--- src/rtl/boot_config_pkg.sv ---
// Purpose: Constants and types for the boot configuration decoder
// Assumes: 50 MHz core clock, halfword bit 0 is the most significant bit
// Notes: Halfword fields are kept as bit positions of a 16-bit word
package boot_config_pkg;
    localparam int CLK_FREQ_HZ = 50000000;
    localparam int HALFWORD_W = 16;
    localparam int BLOCK_IDX_W = 2;
    localparam int NUM_BLOCKS = 4;
    localparam int BAUD_CNT_W = 20;
    localparam int SETTLE_W = 2;
    localparam logic [SETTLE_W-1:0] SETTLE_CYCLES = 2'h3;

    // Halfword field positions (halfword bit 0 is bit 15 here)
    localparam int RSVD_MSB = 15;
    localparam int RSVD_LSB = 12;
    localparam int SOFT_WDOG_BIT = 11;
    localparam int CORE_WDOG_BIT = 10;
    localparam int PORT_WIDTH_BIT = 9;
    localparam int CODE_SEL_BIT = 8;
    localparam int SIG_MSB = 7;
    localparam int SIG_LSB = 0;
    localparam logic [7:0] VALID_SIGNATURE = 8'h5A;

    // Watchdog timeouts in system clocks
    localparam logic [31:0] SOFT_WDOG_TIMEOUT = 32'h0003FDE0;
    // 2.5 x 2^17 clocks
    localparam logic [31:0] CORE_WDOG_TIMEOUT = 32'h00050000;

    // Boot source pin encodings
    localparam logic [1:0] SRC_INTERNAL = 2'h0;
    localparam logic [1:0] SRC_SERIAL = 2'h1;
    localparam logic [1:0] SRC_EXTERNAL = 2'h2;
    localparam logic [1:0] SRC_RESERVED = 2'h3;

    // Values after reset
    localparam logic RST_SOFT_WDOG_EN = 1'b1;
    localparam logic RST_CORE_WDOG_EN = 1'b1;
    localparam logic RST_PORT_16BIT = 1'b1;
    localparam logic RST_CODE_SEL = 1'b0;
    localparam logic [BAUD_CNT_W-1:0] RST_BAUD = 20'h00000;

    typedef enum logic [3:0] {
        ST_SETTLE = 4'b0000,
        ST_DECIDE = 4'b0001,
        ST_FETCH = 4'b0010,
        ST_CHECK = 4'b0011,
        ST_SERIAL = 4'b0100,
        ST_WAIT_FALL = 4'b0101,
        ST_MEASURE = 4'b0110,
        ST_START = 4'b0111,
        ST_RUN = 4'b1000,
        ST_ERROR = 4'b1001
    } boot_state_type;
endpackage

--- src/rtl/boot_config_word_decoder.sv ---
// Purpose: Boot assist logic: boot source choice, autobaud, config halfword decode
// Assumes: Synchronous active-high reset; pins are asynchronous to core_clk_in
// Notes: Halfword fetch port is same-clock logic, held request until valid
//
// Summary of operation
// - Sampled sense pin: 0 fixed-rate serial boot, 1 autobaud serial boot.
// - Autobaud status output shows the sampled sense pin level on serial boot; it stays 0 on internal or external boot.
// - Soft watchdog disabled by halfword: accesses unmapped, raise an exception.
// - Soft watchdog enabled by halfword: writing enable 0 disables it.
// - Halfword bits 0-3 ignored; writer should program them zero.
// - Soft watchdog bit clear disables it; set keeps 261600-clock timeout.
// - Core watchdog bit 0 disables it; 1 keeps 2.5 x 2^17 clock timeout.
// - After reset first chip select is a 16-bit port.
// - Port width bit after fetch: 0 gives 32-bit port, 1 gives 16-bit.
// - Code select bit marks translation entries 1-3 classic or compact code.
// - Block is valid only when its signature field equals 0x5A.
// - Internal boot checks blocks 0-3 in turn until one has a valid signature; external boot checks block 0 only.
// - Boot source pins: 00 internal, 01 serial, 10 external, 11 reserved.
`timescale 1ns/100ps
module boot_config_word_decoder
    import boot_config_pkg::*;
(
    input wire logic core_clk_in,
    input wire logic rst_in,
    input wire logic [1:0] boot_source_pins_in,
    input wire logic boot_mode_sense_pin_in,
    input wire logic serial_rx_in,
    input wire logic fetch_valid_in,
    input wire logic [HALFWORD_W-1:0] fetch_data_in,
    input wire logic wdog_access_in,
    input wire logic wdog_write_in,
    input wire logic wdog_enable_wdata_in,
    output logic fetch_req_out,
    output logic fetch_external_out,
    output logic [BLOCK_IDX_W-1:0] fetch_block_out,
    output logic serial_boot_out,
    output logic autobaud_status_bit_out,
    output logic [BAUD_CNT_W-1:0] baud_count_out,
    output logic baud_valid_out,
    output logic chip_select_zero_16bit_out,
    output logic compact_code_select_out,
    output logic soft_watchdog_enable_out,
    output logic soft_watchdog_mapped_out,
    output logic [31:0] soft_watchdog_timeout_out,
    output logic core_watchdog_enable_out,
    output logic [31:0] core_watchdog_timeout_out,
    output logic watchdog_exception_out,
    output logic user_start_out,
    output logic boot_done_out,
    output logic boot_error_out
);

    //------------------------------------------------------------
    // Pin synchronisers
    //------------------------------------------------------------
    logic [3:0] sync1_reg;
    logic [3:0] sync2_reg;
    logic [1:0] src_sync;
    logic sense_sync;
    logic rx_sync;

    always_ff @(posedge core_clk_in) begin
        if (rst_in) begin
            sync1_reg <= 4'hF;
            sync2_reg <= 4'hF;
        end else begin
            sync1_reg <= {serial_rx_in, boot_mode_sense_pin_in, boot_source_pins_in};
            sync2_reg <= sync1_reg;
        end
    end

    assign src_sync = sync2_reg[1:0];
    assign sense_sync = sync2_reg[2];
    assign rx_sync = sync2_reg[3];

    //------------------------------------------------------------
    // Halfword decode helpers
    //------------------------------------------------------------
    function automatic logic sig_ok(input logic [HALFWORD_W-1:0] hw);
        sig_ok = (hw[SIG_MSB:SIG_LSB] == VALID_SIGNATURE);
    endfunction

    //------------------------------------------------------------
    // Boot sequencer state
    //------------------------------------------------------------
    boot_state_type state_reg, state_next;
    logic [SETTLE_W-1:0] settle_reg, settle_next;
    logic [BLOCK_IDX_W-1:0] block_reg, block_next;
    logic external_reg, external_next;
    logic [HALFWORD_W-1:0] hw_reg, hw_next;
    logic rx_prev_reg, rx_prev_next;
    logic [BAUD_CNT_W-1:0] baud_reg, baud_next;
    logic baud_valid_reg, baud_valid_next;
    logic serial_reg, serial_next;
    logic autobaud_reg, autobaud_next;
    logic port16_reg, port16_next;
    logic code_sel_reg, code_sel_next;
    logic soft_en_reg, soft_en_next;
    logic soft_map_reg, soft_map_next;
    logic core_en_reg, core_en_next;
    logic exc_reg, exc_next;
    logic start_reg, start_next;
    logic error_reg, error_next;

    always_comb begin
        state_next = state_reg;
        settle_next = settle_reg;
        block_next = block_reg;
        external_next = external_reg;
        hw_next = hw_reg;
        rx_prev_next = rx_sync;
        baud_next = baud_reg;
        baud_valid_next = baud_valid_reg;
        serial_next = serial_reg;
        autobaud_next = autobaud_reg;
        port16_next = port16_reg;
        code_sel_next = code_sel_reg;
        soft_en_next = soft_en_reg;
        soft_map_next = soft_map_reg;
        core_en_next = core_en_reg;
        exc_next = 1'b0;
        start_next = 1'b0;
        error_next = error_reg;
        case (state_reg)
            ST_SETTLE: begin
                if (settle_reg == SETTLE_CYCLES) begin
                    state_next = ST_DECIDE;
                end else begin
                    settle_next = settle_reg + 1'b1;
                end
            end
            ST_DECIDE: begin
                port16_next = RST_PORT_16BIT;
                block_next = '0;
                if (src_sync == SRC_INTERNAL) begin
                    external_next = 1'b0;
                    state_next = ST_FETCH;
                end else if (src_sync == SRC_EXTERNAL) begin
                    external_next = 1'b1;
                    state_next = ST_FETCH;
                end else if (src_sync == SRC_SERIAL) begin
                    state_next = ST_SERIAL;
                end else begin
                    error_next = 1'b1;
                    state_next = ST_ERROR;
                end
            end
            ST_FETCH: begin
                if (fetch_valid_in) begin
                    hw_next = fetch_data_in;
                    state_next = ST_CHECK;
                end
            end
            ST_CHECK: begin
                if (sig_ok(hw_reg)) begin
                    // Reserved bits RSVD_MSB..RSVD_LSB are not looked at
                    soft_en_next = hw_reg[SOFT_WDOG_BIT];
                    soft_map_next = hw_reg[SOFT_WDOG_BIT];
                    core_en_next = hw_reg[CORE_WDOG_BIT];
                    port16_next = hw_reg[PORT_WIDTH_BIT];
                    code_sel_next = hw_reg[CODE_SEL_BIT];
                    start_next = 1'b1;
                    state_next = ST_RUN;
                end else if (!external_reg && (block_reg != BLOCK_IDX_W'(NUM_BLOCKS - 1))) begin
                    block_next = block_reg + 1'b1;
                    state_next = ST_FETCH;
                end else begin
                    state_next = ST_SERIAL;
                end
            end
            ST_SERIAL: begin
                serial_next = 1'b1;
                autobaud_next = sense_sync;
                if (sense_sync) begin
                    state_next = ST_WAIT_FALL;
                end else begin
                    start_next = 1'b1;
                    state_next = ST_RUN;
                end
            end
            ST_WAIT_FALL: begin
                if (rx_prev_reg && !rx_sync) begin
                    baud_next = BAUD_CNT_W'(1);
                    state_next = ST_MEASURE;
                end
            end
            ST_MEASURE: begin
                if (rx_sync) begin
                    baud_valid_next = 1'b1;
                    start_next = 1'b1;
                    state_next = ST_RUN;
                end else if (baud_reg != '1) begin
                    baud_next = baud_reg + 1'b1;
                end
            end
            ST_RUN: begin
                if (wdog_access_in && !soft_map_reg) begin
                    exc_next = 1'b1;
                end else if (wdog_access_in && wdog_write_in && !wdog_enable_wdata_in) begin
                    soft_en_next = 1'b0;
                end
            end
            ST_ERROR: begin
                error_next = 1'b1;
            end
            default: begin
                state_next = ST_ERROR;
            end
        endcase
    end

    always_ff @(posedge core_clk_in) begin
        if (rst_in) begin
            state_reg <= ST_SETTLE;
            settle_reg <= '0;
            block_reg <= '0;
            external_reg <= 1'b0;
            hw_reg <= '0;
            rx_prev_reg <= 1'b1;
            baud_reg <= RST_BAUD;
            baud_valid_reg <= 1'b0;
            serial_reg <= 1'b0;
            autobaud_reg <= 1'b0;
            port16_reg <= RST_PORT_16BIT;
            code_sel_reg <= RST_CODE_SEL;
            soft_en_reg <= RST_SOFT_WDOG_EN;
            soft_map_reg <= 1'b1;
            core_en_reg <= RST_CORE_WDOG_EN;
            exc_reg <= 1'b0;
            start_reg <= 1'b0;
            error_reg <= 1'b0;
        end else begin
            state_reg <= state_next;
            settle_reg <= settle_next;
            block_reg <= block_next;
            external_reg <= external_next;
            hw_reg <= hw_next;
            rx_prev_reg <= rx_prev_next;
            baud_reg <= baud_next;
            baud_valid_reg <= baud_valid_next;
            serial_reg <= serial_next;
            autobaud_reg <= autobaud_next;
            port16_reg <= port16_next;
            code_sel_reg <= code_sel_next;
            soft_en_reg <= soft_en_next;
            soft_map_reg <= soft_map_next;
            core_en_reg <= core_en_next;
            exc_reg <= exc_next;
            start_reg <= start_next;
            error_reg <= error_next;
        end
    end

    //------------------------------------------------------------
    // Outputs
    //------------------------------------------------------------
    assign fetch_req_out = (state_reg == ST_FETCH);
    assign fetch_external_out = external_reg;
    assign fetch_block_out = block_reg;
    assign serial_boot_out = serial_reg;
    assign autobaud_status_bit_out = autobaud_reg;
    assign baud_count_out = baud_reg;
    assign baud_valid_out = baud_valid_reg;
    assign chip_select_zero_16bit_out = port16_reg;
    assign compact_code_select_out = code_sel_reg;
    assign soft_watchdog_enable_out = soft_en_reg;
    assign soft_watchdog_mapped_out = soft_map_reg;
    assign soft_watchdog_timeout_out = SOFT_WDOG_TIMEOUT;
    assign core_watchdog_enable_out = core_en_reg;
    assign core_watchdog_timeout_out = CORE_WDOG_TIMEOUT;
    assign watchdog_exception_out = exc_reg;
    assign user_start_out = start_reg;
    assign boot_done_out = (state_reg == ST_RUN);
    assign boot_error_out = error_reg;

endmodule

--- config.mk ---
export PLATFORM = sky130hd
export DESIGN_NAME = boot_config_word_decoder
export DESIGN_NICKNAME = d
export VERILOG_FILES = /design/src/rtl/boot_config_pkg.sv /design/src/rtl/boot_config_word_decoder.sv
export SDC_FILE = /design/constraint.sdc
export NUM_CORES = 1
export LEC_CHECK = 0
export ABC_AREA = 1
export BUFFER_PORTS_ARGS = -buffer_cell sky130_fd_sc_hd__buf_4
export CAP_MARGIN = 20
export CORE_MARGIN = 2
export CORE_UTILIZATION = 33
export DETAILED_ROUTE_END_ITERATION = 10
export GPL_TIMING_DRIVEN = 0
export PLACE_DENSITY = 0.57
export SLEW_MARGIN = 20
export SYNTH_ARGS = -nofsm -noshare
export SYNTH_HDL_FRONTEND = slang
export SYNTH_SLANG_ARGS = --single-unit
--- constraint.sdc ---
create_clock -name core_clk_in -period 4 [get_ports core_clk_in]
set_clock_uncertainty 0.15 [all_clocks]
set_input_delay 0.4 -clock core_clk_in [delete_from_list [all_inputs] [get_ports core_clk_in]]
set_output_delay 0.4 -clock core_clk_in [all_outputs]
set_load 0.005 [all_outputs]
==> results_dict.tcl <==
set metrics [dict create \
    htreeDepth 3 \
    clk_path_buf_depth 2 \
    setup_violations 0 \
    antenna_found_initial 0 \
    ant_nets 0 \
    finalInstanceArea_um2 4751 \
    core_area_um2 10890 \
    slew_violations 0 \
    largest_register_ffs 20 \
    ios 126 \
    grt_busiest_layer "met2" \
    startpoint "state_reg[3]$_SDFFE_PP0P_" \
    layout-drive-gt1-share_pct 28.79 \
    leakagePower_nw 2.189 \
    synthAdderAreaFrac_pct 1.012 \
    clkLatencyLatePin_ns 0.35 \
    cts_buffers 9 \
    synth_warnings 0 \
    place_hpwl_um 7146 \
    grt_pass1_wl_um 15040 \
    use_met1_pct 19.52 \
    dieArea_um2 12100 \
    postCtsResizedCells 0 \
    r2r_end "baud_count_out[16]$_SDFFE_PP0P_" \
    startpoint_type "register" \
    n_fill_cell 1157 \
    worst_slew_pin_slew_ns 0.8240 \
    viasPerCell 4.290 \
    hp-class "in2reg" \
    relSlewSlack_pct 45.07 \
    ir_worst_vdd_v 0.0001687 \
    nets 684 \
    vias 3432 \
    ys_seq_area_share_pct 32.94 \
    wl_per_cell_um 11.69 \
    ys_ff_latch 61 \
    max_freq_mhz 461.0 \
    dieWidth_um 110.0 \
    synth.distinct_cells 35 \
    ctsHoldBuffers 0 \
    reg2reg_setup_slack_ns 1.89 \
    wirelength_um 9355 \
    place_area_um2 4543 \
    post-route-drc-count 0 \
    final_cell_mix "121 x buf_4, 108 x nand2_1, 64 x conb_1" \
    num_antenna_cells 0 \
    avgSynthCellArea_um2 7.062 \
    synth_cells 525 \
    cts_tree "done" \
    synth-simple-area-share_pct 33.48 \
    area_delta_synth_final_pct 28.15 \
    track_usage_pct 16.09 \
    io_buffers 57 \
    crit_arrival_ns 1.62 \
    die_y_um 110.0 \
    status "finished clean" \
    synth_top_family_by_area "simple AND/OR/NAND/NOR gates" \
    grt_pass1_vias 3187 \
    max-cap-violations 0 \
    fp-row-count 38 \
    cts_setup_buffers 0 \
    gp_congestion 0.9153 \
    worstSetupEndpoint "fetch_req_out" \
    drt_iter0_markers 125 \
    grt_start_max_net_pins 13 \
    path_max_fanout 10 \
    tns_ns 0 \
    synth-compound-area-share_pct 9.349 \
    hold_viol 0 \
    drt_pass1_iterations 4 \
    ff2ff_path_depth 10 \
    cellPowerDensity_nw_per_um2 320.7 \
    reg2reg_from "baud_count_out[0]$_SDFFE_PP0P_" \
    synth_area_um2 3707 \
    yosys-mux-area-fraction_pct 0 \
    layout_commonest_cell "buf_4" \
    cts.clk_slew.worst_paths_ns 0.08 \
    rsz0062_at_grt "no" \
    fin_crit_sh_pct 54.23 \
    synthXorXnorAreaFrac_pct 0.9450 \
    grt_util_met3_pct 3.410 \
    worstSetupEndpointType "output port" \
    cts-root-buf "clkbuf_8" \
    start_util_pct 34.05 \
    fin_crit_ns 2.169 \
    globalRouteOverflowTotal 0 \
    crit_required_ns 3.45 \
    grt.met2_usage_pct 28.31 \
    clock-sinks 61 \
    criticalPathCategory "reg2out" \
]
-- worst max-delay path: stages (launching register included) --
cell     delay [ns]
dfxtp_1        0.38
nor2_1         0.31
nand2_1        0.12
inv_1          0.12
buf_2          0.21
buf_4          0.14
-- synth_stat cells --
library cell,instances,share of area (%)
nor3_1,6,0.81
dfxtp_1,61,33
nand3_2,11,3.0
nor2_2,1,0.17
inv_4,1,0.17
nor2_1,59,6.0
nor3_4,1,0.44
nand2_1,108,11
nand2_4,5,1.5
conb_1,2,0.20
o21ai_0,10,1.4
buf_6,3,0.91
inv_1,50,5.1
nand3_1,47,6.3
nand3b_1,4,0.81
buf_8,1,0.40
buf_4,64,13
nand2_2,2,0.34
xor2_1,4,0.94
a21oi_1,28,3.8
o21bai_1,2,0.40
buf_2,2,0.27
inv_2,4,0.40
a21oi_2,10,2.4
a211oi_1,1,0.20
a31oi_1,3,0.51
buf_12,2,1.1
clkbuf_1,8,0.81
nand4_1,7,1.2
o22ai_1,2,0.34
o211ai_1,2,0.40
nor2_4,1,0.30
nor4_1,1,0.17
ha_1,3,1.0
or2_2,9,1.5
-- worst min path at each step --
stage,startpoint,endpoint,slack (ns),cells past startpoint
floorplan,sync1_reg[0]$_SDFF_PP1_,sync2_reg[0]$_SDFF_PP1_,0.24,1
global placement,sync1_reg[0]$_SDFF_PP1_,sync2_reg[0]$_SDFF_PP1_,0.24,1
detailed placement,sync1_reg[3]$_SDFF_PP1_,sync2_reg[3]$_SDFF_PP1_,0.25,1
CTS,boot_source_pins_in[1],sync1_reg[1]$_SDFF_PP1_,0.07,2
global route,boot_source_pins_in[1],sync1_reg[1]$_SDFF_PP1_,0.07,2
finish,serial_rx_in,sync1_reg[3]$_SDFF_PP1_,0.08,2
-- layer usage --
| metal | share of wire, % | up-vias |
|---|---|---|
| li1 | - | 1810 |
| met1 | 44 | 1519 |
| met2 | 49 | 95 |
| met3 | 6.0 | 8 |
| met4 | 1.2 | 0 |
| met5 | 0 | - |
-- cells by family after synthesis --
logic type | count (synthesis)
XOR/XNOR | 4
adder cells (fa/ha/maj) | 3
AND/OR/NAND/NOR | 262
buffers and inverters | 135
other | 2
AO/OA/AOI/OAI | 58
flip-flops | 61
-- report_power, final --
| part | leakage [nW] | internal, W | switching (W) |
|---|---|---|---|
| Clock | 0.0955 | 0.000309 | 0.000274 |
| Sequential | 0.495 | 0.000639 | 0.0000305 |
| Combinational | 1.60 | 0.000123 | 0.000148 |
| Total | 2.19 | 0.00107 | 0.000453 |
-- through the flow --
step / std cells / setup WS [ns] / hold WS (ns) / power (W) / util (%)
final: 800 / 1.831 / 0.07937 / 0.001524 / 43.63
after global routing: 800 / 1.606 / 0.06629 / 0.001614 / 43.63
after CTS: 800 / 1.817 / 0.06912 / 0.001536 / 43.63
after detailed placement: 784 / 1.863 / 0.2511 / 0.0009503 / 41.73
after global placement: 784 / 1.913 / 0.2427 / 0.0009428 / 41.73
after floorplan: 587 / 2.226 / 0.2395 / 0.0008678 / -
-- cell type report --
cell class              instances  area [µm²]  share of cell area [%]
inverters                      55       209.0                   4.398
clock inverters                 6       70.07                   1.475
repair buffers                 57       427.9                   9.007
clock buffers                  10       137.6                   2.897
flip-flops and latches         61        1221                   25.70
multi-input cells             391        1901                   40.01
well taps                     140       175.2                   3.687
plain buffers                  80       609.3                   12.83
Power figures use the tool's default switching activity.
